--- src/var_pkg.sv ---
// shared constants and carrier types for the address relocation unit
package var_pkg;
    localparam int VA_W = 16;
    localparam int PA_W = 22;
    localparam int PAGE_W = 3;
    localparam int BLK_W = 7;
    localparam int OFS_W = 6;
    localparam int BASE_W = 16;
    localparam int NPAGE = 8;
    localparam int NSET = 6;
    localparam int SET_W = 3;
    localparam int APF_LSB = 13;
    localparam int BLK_LSB = 6;
    // physical address of the peripheral page (octal 17760000)
    localparam logic [21:0] IO_PAGE_BASE = 22'h3F_E000;
    // 16-bit map: virtual 160000 and above is the peripheral page
    localparam logic [2:0] IO_APF = 3'h7;
    // 18-bit map: top 4K words of 128K space
    localparam logic [17:0] IO_18_LIMIT = 18'h3_E000;
    localparam logic [21:0] IO_18_OFFSET = 22'h3C_0000;
    localparam logic [1:0] MODE_KERNEL = 2'h0;
    localparam logic [1:0] MODE_SUPER = 2'h1;
    localparam logic [1:0] MODE_USER = 2'h3;
    localparam int PSW_MODE_HI = 15;
    localparam int PSW_MODE_LO = 14;
    localparam int CTRL_EN_BIT = 0;
    typedef enum logic [2:0]
    {
        VAR_MAP16 = 3'b001,
        VAR_MAP18 = 3'b010,
        VAR_MAP22 = 3'b100
    } var_map_t;
    typedef struct packed
    {
        logic valid;
        logic [VA_W-1:0] va;
        logic [1:0] mode;
        logic ispace;
        logic vector;
    } var_req_t;
    typedef struct packed
    {
        logic valid;
        logic [PA_W-1:0] pa;
        logic io_page;
        logic [SET_W-1:0] set;
    } var_rsp_t;
    typedef struct packed
    {
        logic we;
        logic [SET_W-1:0] set;
        logic [PAGE_W-1:0] page;
        logic [BASE_W-1:0] data;
    } var_wr_t;
endpackage

--- src/var_relocate.sv ---
// virtual to physical address relocation unit
// Operation
// three mapping widths: 16, 18, 22 bits
// peripheral page is top 4K words always
// 16-bit: low 28K identity, top 4K peripheral
// 18-bit: each mode mapped into 128K words
// 22-bit: full space, peripheral page on top
// relocation forms 22-bit address from base
// pages are 64-byte blocks, 1 to 128
// mode and space choose register group
// each mode has 8 I and 8 D pages
// vector fetches use kernel data registers
// new status mode bits pick next set; code only latches them to o_vector_mode, set follows i_req.mode
// instruction stream references use I space
// config bit disables D space
// 3-bit page field selects base register
// displacement splits into block and offset
// base is 16-bit physical block number
// block plus base gives bits 21:6
// offset appended below physical block
// control bit 0 enables relocation
// base and descriptor share page select
// carry above bit 21 is dropped
// translation completes in one clock
`timescale 1ns/1ps
module var_relocate
#(
    parameter int NUM_SETS = var_pkg::NSET
)
(
    // clock and reset
    input wire logic i_core_clk,
    input wire logic i_rst,
    // processor reference
    input var_pkg::var_req_t i_req,
    input wire logic [15:0] i_new_psw,
    input wire logic i_psw_load,
    // configuration
    input wire logic [15:0] i_translation_control_register,
    input wire logic i_dspace_enable,
    input var_pkg::var_map_t i_map_mode,
    input var_pkg::var_wr_t i_base_wr,
    // physical side
    output var_pkg::var_rsp_t o_rsp,
    output logic [1:0] o_vector_mode,
    output logic [2:0] o_page_select
);
    import var_pkg::*;

    typedef struct packed
    {
        logic [NUM_SETS-1:0][NPAGE-1:0][BASE_W-1:0] base;
        var_rsp_t rsp;
        logic [1:0] vmode;
        logic [PAGE_W-1:0] psel;
    } var_state_t;

    var_state_t state_r;
    var_state_t state_nxt;

    logic [SET_W-1:0] set_sel;
    logic [PAGE_W-1:0] active_page_field;
    logic [BLK_W-1:0] blk;
    logic [OFS_W-1:0] ofs;
    logic [BASE_W-1:0] base_sel;
    logic [BASE_W-1:0] pblk;
    logic [PA_W-1:0] pa;
    logic reloc_en;
    logic use_d;
    logic [1:0] eff_mode;
    logic [1:0] mode_idx;

    // register group index: mode index (kernel 0, super 1, user 2)*2 + space (0=I, 1=D)
    function automatic logic [1:0] var_mode_idx(input logic [1:0] m);
        unique case (m)
            MODE_KERNEL: var_mode_idx = 2'h0;
            MODE_SUPER: var_mode_idx = 2'h1;
            default: var_mode_idx = 2'h2;
        endcase
    endfunction

    always_comb
    begin
        reloc_en = i_translation_control_register[CTRL_EN_BIT];
        // vectors always through kernel data space
        eff_mode = i_req.vector ? MODE_KERNEL : i_req.mode;
        use_d = i_req.vector | (~i_req.ispace & i_dspace_enable);
        mode_idx = var_mode_idx(eff_mode);
        set_sel = {mode_idx, use_d};
        active_page_field = i_req.va[APF_LSB +: PAGE_W];
        blk = i_req.va[BLK_LSB +: BLK_W];
        ofs = i_req.va[OFS_W-1:0];
        base_sel = state_r.base[set_sel][active_page_field];
        // 16-bit sum drops the carry, keeping 22-bit wrap
        pblk = BASE_W'(base_sel + BASE_W'(blk));
        pa = {pblk, ofs};
        if (!reloc_en)
        begin
            // unrelocated: top 8K bytes of virtual go to peripheral page
            if (active_page_field == IO_APF)
                pa = IO_PAGE_BASE | PA_W'(i_req.va[APF_LSB-1:0]);
            else
                pa = PA_W'(i_req.va);
        end
        else
        begin
            unique case (i_map_mode)
                VAR_MAP16:
                    pa = (active_page_field == IO_APF) ?
                        (IO_PAGE_BASE | PA_W'(i_req.va[APF_LSB-1:0])) :
                        PA_W'(i_req.va);
                VAR_MAP18:
                    if (pa[17:0] >= IO_18_LIMIT)
                        pa = IO_18_OFFSET | PA_W'(pa[17:0]);
                    else
                        pa = PA_W'(pa[17:0]);
                VAR_MAP22:
                    pa = pa;
                default:
                    pa = pa;
            endcase
        end
        state_nxt = state_r;
        if (i_base_wr.we && (int'(i_base_wr.set) < NUM_SETS))
            state_nxt.base[i_base_wr.set][i_base_wr.page] = i_base_wr.data;
        state_nxt.rsp.valid = i_req.valid;
        state_nxt.rsp.pa = pa;
        state_nxt.rsp.io_page = (pa >= IO_PAGE_BASE);
        state_nxt.rsp.set = set_sel;
        state_nxt.psel = active_page_field;
        if (i_psw_load)
            state_nxt.vmode = i_new_psw[PSW_MODE_HI:PSW_MODE_LO];
    end

    // base registers hold no defined power-up content, reset to zero anyway
    always_ff @(posedge i_core_clk or posedge i_rst)
    begin
        if (i_rst)
            state_r <= '0;
        else
            state_r <= state_nxt;
    end

    assign o_rsp = state_r.rsp;
    assign o_vector_mode = state_r.vmode;
    assign o_page_select = state_r.psel;

    a_valid_latency: assert property (@(posedge i_core_clk) disable iff (i_rst)
        i_req.valid |=> o_rsp.valid)
        else $error("response not one cycle after request");
    a_vector_kernel_d: assert property (@(posedge i_core_clk)
        disable iff (i_rst)
        i_req.valid && i_req.vector |=> o_rsp.set == 3'h1)
        else $error("vector not mapped through kernel data set");
    a_off_identity: assert property (@(posedge i_core_clk) disable iff (i_rst)
        i_req.valid && !i_translation_control_register[0]
        && i_req.va[15:13] != 3'h7
        |=> o_rsp.pa == 22'($past(i_req.va)))
        else $error("unrelocated address changed");
    a_off_io_page: assert property (@(posedge i_core_clk) disable iff (i_rst)
        i_req.valid && !i_translation_control_register[0]
        && i_req.va[15:13] == 3'h7 |=> o_rsp.io_page)
        else $error("top block not steered to peripheral page");
    a_ispace_set: assert property (@(posedge i_core_clk) disable iff (i_rst)
        i_req.valid && i_req.ispace && !i_req.vector |=> !o_rsp.set[0])
        else $error("instruction reference used data set");
    a_dspace_off: assert property (@(posedge i_core_clk) disable iff (i_rst)
        !i_dspace_enable && !i_req.vector |=> !o_rsp.set[0])
        else $error("data set used while disabled");
    a_offset_kept: assert property (@(posedge i_core_clk) disable iff (i_rst)
        i_req.valid |=> o_rsp.pa[5:0] == $past(i_req.va[5:0]))
        else $error("block offset not preserved");
    a_psw_mode: assert property (@(posedge i_core_clk) disable iff (i_rst)
        i_psw_load |=> o_vector_mode == $past(i_new_psw[15:14]))
        else $error("new mode not taken from status word");
    a_page_pair: assert property (@(posedge i_core_clk) disable iff (i_rst)
        1'b1 |=> o_page_select == $past(i_req.va[15:13]))
        else $error("page select not from top three bits");

    // full map: block sum lands in bits 21:6, carry above is lost
    a_map22_block: assert property (@(posedge i_core_clk)
        disable iff (i_rst)
        i_req.valid && reloc_en && i_map_mode == VAR_MAP22
        |=> o_rsp.pa[21:6] == BASE_W'($past(base_sel)
        + BASE_W'($past(blk))))
        else $error("physical block is not base plus block");

    // 18-bit map stays in 128K words or the peripheral page
    a_map18_range: assert property (@(posedge i_core_clk)
        disable iff (i_rst)
        i_req.valid && reloc_en && i_map_mode == VAR_MAP18
        |=> o_rsp.pa[21:18] == 4'h0 || o_rsp.pa[21:18] == 4'hF)
        else $error("18-bit address outside its space");

    a_map18_io: assert property (@(posedge i_core_clk)
        disable iff (i_rst)
        i_req.valid && reloc_en && i_map_mode == VAR_MAP18
        && pa[17:0] >= IO_18_LIMIT |=> o_rsp.io_page)
        else $error("18-bit top block not on peripheral page");

    a_map16_io: assert property (@(posedge i_core_clk)
        disable iff (i_rst)
        i_req.valid && reloc_en && i_map_mode == VAR_MAP16
        && active_page_field == IO_APF |=> o_rsp.io_page)
        else $error("16-bit top block not on peripheral page");

    a_map16_identity: assert property (@(posedge i_core_clk)
        disable iff (i_rst)
        i_req.valid && reloc_en && i_map_mode == VAR_MAP16
        && active_page_field != IO_APF
        |=> o_rsp.pa == PA_W'($past(i_req.va)))
        else $error("16-bit map changed a low address");

    // peripheral flag must agree with the top nine address bits
    a_io_flag: assert property (@(posedge i_core_clk)
        disable iff (i_rst)
        o_rsp.io_page == (&o_rsp.pa[21:13]))
        else $error("peripheral flag disagrees with address");

    a_kernel_set: assert property (@(posedge i_core_clk)
        disable iff (i_rst)
        i_req.valid && !i_req.vector && i_req.mode == MODE_KERNEL
        |=> o_rsp.set[2:1] == 2'h0)
        else $error("kernel reference used wrong group");

    a_super_set: assert property (@(posedge i_core_clk)
        disable iff (i_rst)
        i_req.valid && !i_req.vector && i_req.mode == MODE_SUPER
        |=> o_rsp.set[2:1] == 2'h1)
        else $error("supervisor reference used wrong group");

    a_user_set: assert property (@(posedge i_core_clk)
        disable iff (i_rst)
        i_req.valid && !i_req.vector && i_req.mode == MODE_USER
        |=> o_rsp.set[2:1] == 2'h2)
        else $error("user reference used wrong group");

    // only six groups exist, a seventh code would read nothing
    a_set_legal: assert property (@(posedge i_core_clk)
        disable iff (i_rst)
        o_rsp.set < 3'h6)
        else $error("register group out of range");

    a_dspace_on: assert property (@(posedge i_core_clk)
        disable iff (i_rst)
        i_req.valid && !i_req.ispace && i_dspace_enable
        |=> o_rsp.set[0])
        else $error("data reference missed data group");

    a_base_write: assert property (@(posedge i_core_clk)
        disable iff (i_rst)
        i_base_wr.we && (int'(i_base_wr.set) < NUM_SETS)
        |=> state_r.base[$past(i_base_wr.set)][$past(i_base_wr.page)]
        == $past(i_base_wr.data))
        else $error("base register write lost");

    a_mode_hold: assert property (@(posedge i_core_clk)
        disable iff (i_rst)
        !i_psw_load |=> $stable(o_vector_mode))
        else $error("next mode changed without a load");

    a_idle_quiet: assert property (@(posedge i_core_clk)
        disable iff (i_rst)
        !i_req.valid |=> !o_rsp.valid)
        else $error("response without a request");

    c_map22: cover property (@(posedge i_core_clk)
        i_req.valid && i_map_mode == VAR_MAP22
        && i_translation_control_register[0]);
    c_map18_io: cover property (@(posedge i_core_clk)
        i_map_mode == VAR_MAP18 ##1 o_rsp.io_page);
    c_vector: cover property (@(posedge i_core_clk)
        i_req.valid && i_req.vector);
    c_map16_io: cover property (@(posedge i_core_clk)
        i_req.valid && i_map_mode == VAR_MAP16 && active_page_field == IO_APF);
    c_dspace_off: cover property (@(posedge i_core_clk)
        i_req.valid && !i_dspace_enable && !i_req.ispace);
endmodule

--- config.mk ---
export PLATFORM = sky130hd
export DESIGN_NAME = var_relocate
export DESIGN_NICKNAME = d
export VERILOG_FILES = /design/src/var_pkg.sv /design/src/var_relocate.sv
export SDC_FILE = /design/constraint.sdc
export NUM_CORES = 2
export LEC_CHECK = 0
export BUFFER_PORTS_ARGS = -buffer_cell sky130_fd_sc_hd__buf_2
export CORE_MARGIN = 1
export CORE_UTILIZATION = 50
export CTS_CLUSTER_DIAMETER = 60
export DETAILED_ROUTE_END_ITERATION = 16
export PLACE_DENSITY = 0.65
export SETUP_SLACK_MARGIN = 0.02
export SLEW_MARGIN = 20
export SYNTH_ARGS = -nofsm -noshare
export SYNTH_HDL_FRONTEND = slang
export SYNTH_SLANG_ARGS = --single-unit
--- constraint.sdc ---
create_clock -name i_core_clk -period 56 [get_ports i_core_clk]
set_input_delay 2.8 -clock i_core_clk [delete_from_list [all_inputs] [get_ports i_core_clk]]
set_output_delay 2.8 -clock i_core_clk [all_outputs]
set_load 0.03 [all_outputs]
# Word level (Yosys, flattened, before mapping)
# Index checks and enable logic that the tools add are counted.
op_classes:
  n_addsub: 1
  magnitude_cmp: 9
  n_eq_ne: 4
  muxes: 15
  bitwise: 3
  reduce_logical: 4
op_table:
  columns: ["cell", "n"]
  rows:
  - ["$bwmux 768", 1]
  - ["$bmux 128 s3", 1]
  - ["$demux 128 s3", 1]
  - ["$mux 128", 2]
  - ["$mux 22", 3]
  - ["$bmux 16 s3", 1]
  - ["$demux 16 s3", 1]
  - ["$pmux 22 s2", 1]
  - ["$mux 16", 2]
  - ["$ge 22x22->1 const B", 1]
  - ["$ge 18x18->1 const B", 1]
  - ["$add 16x7->16", 1]
  - ["$lt 3x4->1 const B", 4]
  - ["$ge 3x1->1 const B", 2]
  - ["$pmux 2 s2", 1]
  - ["$eq 3x1->1 const B", 1]
  - ["$eq 3x2->1 const B", 1]
  - ["$eq 3x3->1 const B", 1]
  - ["$logic_and 1x1->1", 3]
  - ["$lt 3x3->1 const B", 1]
  - ["$eq 2x1->1 const B", 1]
  - ["$logic_not 2->1", 1]
  - ["$mux 2", 1]
  - ["$and 1x1->1", 1]
  - ["2 further kinds", 2]
word_totals:
  reg_bits: 800
  inputBits: 83
  out_inout_bits: 32
  elab_cells: 90

# Logic depth before layout (Yosys ltp)
logic_depth:
  word_depth: 13
  mapped_depth: 29
  mapped_depth_nobuf: 24

# Worst setup path before layout
# Ideal clock, no wire load.
synth_path:
  path_type: "in2reg"
  startpoint: "in i_req[1] in the netlist's numbering"
  endpoint: "reg state_r, in the netlist o_rsp[3]"
  t_arrival_ns: 7.458
  slack_ns: 48.448
  stages: 28
  n_path_buf: 7
  path_cell_list: "nand2b_1 -> buf_2 -> buf_2 -> buf_2 -> clkbuf_1 -> clkbuf_1 -> clkbuf_1 -> clkbuf_1 -> nand2_1 -> a31oi_1 -> o21ai_0 -> o21ai_0 -> a211oi_1 -> a21oi_1 -> ha_1 -> inv_1 -> fa_1 -> nor2b_1 -> o21ai_0 -> a21oi_1 -> o21ai_0 -> nand2b_1 -> a21oi_1 -> nor4b_2 -> nor3_1 -> o31ai_4 -> o211ai_2 -> a221oi_2"
synth_lines:
  columns: ["element", "line_no", "text"]
  rows:
  - ["start: declaration", "var_relocate.sv:35", "input var_pkg::var_req_t i_req,"]
  - ["end signal: assignment", "var_relocate.sv:141", "state_r <= state_nxt;"]
  - ["end: declaration", "var_relocate.sv:58", "var_state_t state_r;"]

==> results.json <==
{
  "clock.fmax_mhz": 111.1,
  "worst_ep_required_time_ns": 56.55,
  "synthAdderAreaFrac_pct": 0.2850,
  "die_w_um": 276.8,
  "grt_pass1_wl_um": 169700,
  "clkTransAtPathRegs_ns": 0.06,
  "combPwrFrac_pct": 12.5,
  "viasPerCell": 6.470,
  "use_met1_pct": 39.19,
  "start_kind": "input pin",
  "die_h_um": 276.8,
  "antenna_found_initial": 10,
  "h-tree-depth": 3,
  "pre_cts_slack_ns": 46.75,
  "grt_util_met2_pct": 45.68,
  "arrival_ns": 9.55,
  "hold_viol": 0,
  "synth_seq_area_share_pct": 53.02,
  "drtIter0Drc": 2232,
  "drc_errors": 0,
  "synth.distinct_cells": 80,
  "synth_top_cell_by_area": "dfrtp_1",
  "tritoncts": "built",
  "swShare_pct": 25.86,
  "synth_area_leaders": "dfrtp_1 (53%), mux2_2 (23%), nand2_1 (2.4%)",
  "p_per_area_nw_per_um2": 34.95,
  "crit_type": "in -> reg",
  "leakage_uw": 0.01966,
  "synthCells": 3074,
  "clkPwrFrac_pct": 41.0,
  "clock_latency_ns": 0.64,
  "skew_ns": 0.02117,
  "dieArea_um2": 76620,
  "postLayoutCellArea_um2": 41730,
  "p_seq_share_pct": 46.5,
  "postCtsResizedCells": 0,
  "syn_to_final_growth_pct": 10.51,
  "finalSetupTns_ns": 0,
  "multiInputGateArea_um2": 16340,
  "cap_viol_max_count": 0,
  "vias": 26210,
  "row_count": 100,
  "worst_pin_slew_ns": 1.123,
  "cts.sinks": 800,
  "finalCritPeriodShare_pct": 16.07,
  "io_buffers": 85,
  "dp_hpwl_um": 65780,
  "seq_area_um2": 20020,
  "cp_max_fo": 36,
  "initial_core_util_pct": 50.63,
  "holdWs_ns": 0.4958,
  "power.net_switching_uw": 377.1,
  "synth_enable_flop_cells": 0,
  "crit_slowest_cell": "a211oi_1",
  "met3_usage_pct": 5.754,
  "fp.coreArea_um2": 74570,
  "root_buffer": "clkbuf_16",
  "synth_seq_cells": 800,
  "cpMostUsedCell": "o21ai_0",
  "netlist_area_um2": 37760,
  "grt_busiest_layer": "met2",
  "rsz0062_at_grt": "no",
  "yosys_warnings": 0,
  "nFillCells": 6122,
  "critPathBufInv": 4,
  "synth_top_family_by_area": "multiplexers",
  "status": "finished clean",
  "synth-compound-area-share_pct": 8.825,
  "fin_util_pct": 55.95,
  "grt_start_max_net_pins": 169,
  "end_kind": "register",
  "max_slew_margin_pct": 24.71,
  "routed_wirelength_um": 111900,
  "rrSetupSlack_ns": 50.61,
  "max-vdd-ir-drop_mv": 0.02551,
  "gp_congestion": 0.8935,
  "post_cts_buffers": 0,
  "synth_common_cells": "dfrtp_1 (800), mux2_2 (772), nand2_1 (243)",
  "intPower_uw": 1081,
  "final_antenna_net_count": 0,
  "cts_buffers": 90,
  "fin_nets": 3094,
  "min_period_ns": 8.999,
  "slew_viol_final": 0,
  "layout_setup_ws_ns": 47.00,
  "synth.most_common_cell": "dfrtp_1",
  "synth-xor-area-share_pct": 0.2784,
  "synth_mux_area_share_pct": 26.06,
  "grt_pass1_vias": 27070,
  "cpLargestDelayFamily": "compound AO/OA/AOI/OAI gates",
  "async_reset_ff_share_pct": 100.0,
  "dpl-instance-area_um2": 38620,
  "ys.flop_type": "dfrtp_1",
  "num_io_pins": 115,
  "slowest_delay_ns": 0.96,
  "grt_usage_pct": 29.35,
  "wl_per_cell_um": 27.62,
  "clockBufferDepth": 3,
  "holdBufCountCts": 0,
  "syn_avg_cell_area_um2": 12.28,
  "drt_first_pass_iters": 8,
  "yosys.area_share.simple_pct": 7.592,
  "drive_gt1_share_pct": 36.81,
  "worstHoldPathType": "reg -> reg",
  "syn-num-nets": 3165,
  "setup-violations-final": 0,
  "synth_top_area_share_pct": 53.02,
  "grt_overflow_total": 0
}
layer usage:
| metal | share of wire (%) | wire (um) |
|---|---|---|
| met5 | 0.033 | 37 |
| met4 | 5.0 | 5546 |
| met3 | 7.6 | 8539 |
| met2 | 46 | 51680 |
| met1 | 41 | 46070 |
final timing paths:
check	depth (start not counted)	start	end
setup / recovery	25	i_req[3]	o_rsp[3]$_DFF_PP0_
hold / removal	1	state_r[608]$_DFFE_PP0P_	state_r[608]$_DFFE_PP0P_
setup reg to reg	20	state_r[64]$_DFFE_PP0P_	o_rsp[3]$_DFF_PP0_
hold reg to reg	1	state_r[608]$_DFFE_PP0P_	state_r[608]$_DFFE_PP0P_
max in group asynchronous	5	i_rst	o_rsp[9]$_DFF_PP0_
min in group asynchronous	2	i_rst	state_r[116]$_DFFE_PP0P_
cell type report:
cell class / instances / share of cell area [%]
Antenna cell: 6 / 0.03598
Clock buffer: 136 / 6.564
Clock inverter: 28 / 0.7377
Inverter: 19 / 0.2009
Multi-Input combinational cell: 1940 / 39.16
Sequential cell: 800 / 47.98
Tap cell: 969 / 2.906
Timing Repair Buffer: 152 / 2.417
metrics by stage:
step | std cells | power, uW
after detailed placement | 3880 | 867.1
after global routing | 4045 | 1513
after floorplan | 3074 | 813.2
after global placement | 3880 | 854.6
after CTS | 4044 | 1465
final | 4050 | 1458
placed cells by master, fill, tap and decap left out, drive strengths merged, types with 41 or more instances in the layout:
cell type,instances
mux2,772
buf,152
o21ai,109
nand2,243
nand3,58
a221oi,41
mux2i,65
a211oi,45
nor2,69
clkbuf,136
and3,60
a21oi,81
dfrtp,800
worst reg2reg max path: cells and delay by family, from the launching register on:
family	cells	cell delay, ns
XOR/XNOR	1	0.18
flip-flops	1	0.37
AND/OR/NAND/NOR	4	0.46
multiplexers	1	0.63
adder cells (fa/ha/maj)	2	0.46
buffers and inverters	1	0.09
AO/OA/AOI/OAI	11	3.14
cells by family (layout without fill, tap and decap cells):
group / after synthesis / after routing
XOR/XNOR: 12 / 12
adder cells (fa/ha/maj): 8 / 8
other: 0 / 6
flip-flops: 800 / 800
AO/OA/AOI/OAI: 475 / 475
buffers and inverters: 334 / 335
multiplexers: 859 / 859
AND/OR/NAND/NOR: 586 / 586
registers in the layout (all words and copies together), names as in the netlist:
name	cells
state_r	768
o_page_select	3
o_rsp	27
o_vector_mode	2
power by group through the flow:
stage / clock network (uW) / registers, uW / logic, uW
floorplan: 0 / 678 / 135
global placement: 0 / 681 / 174
detailed placement: 0 / 686 / 181
CTS: 608 / 676 / 181
global route: 632 / 684 / 197
finish: 599 / 678 / 182
Note: power is estimated with default switching activity, not from simulation.
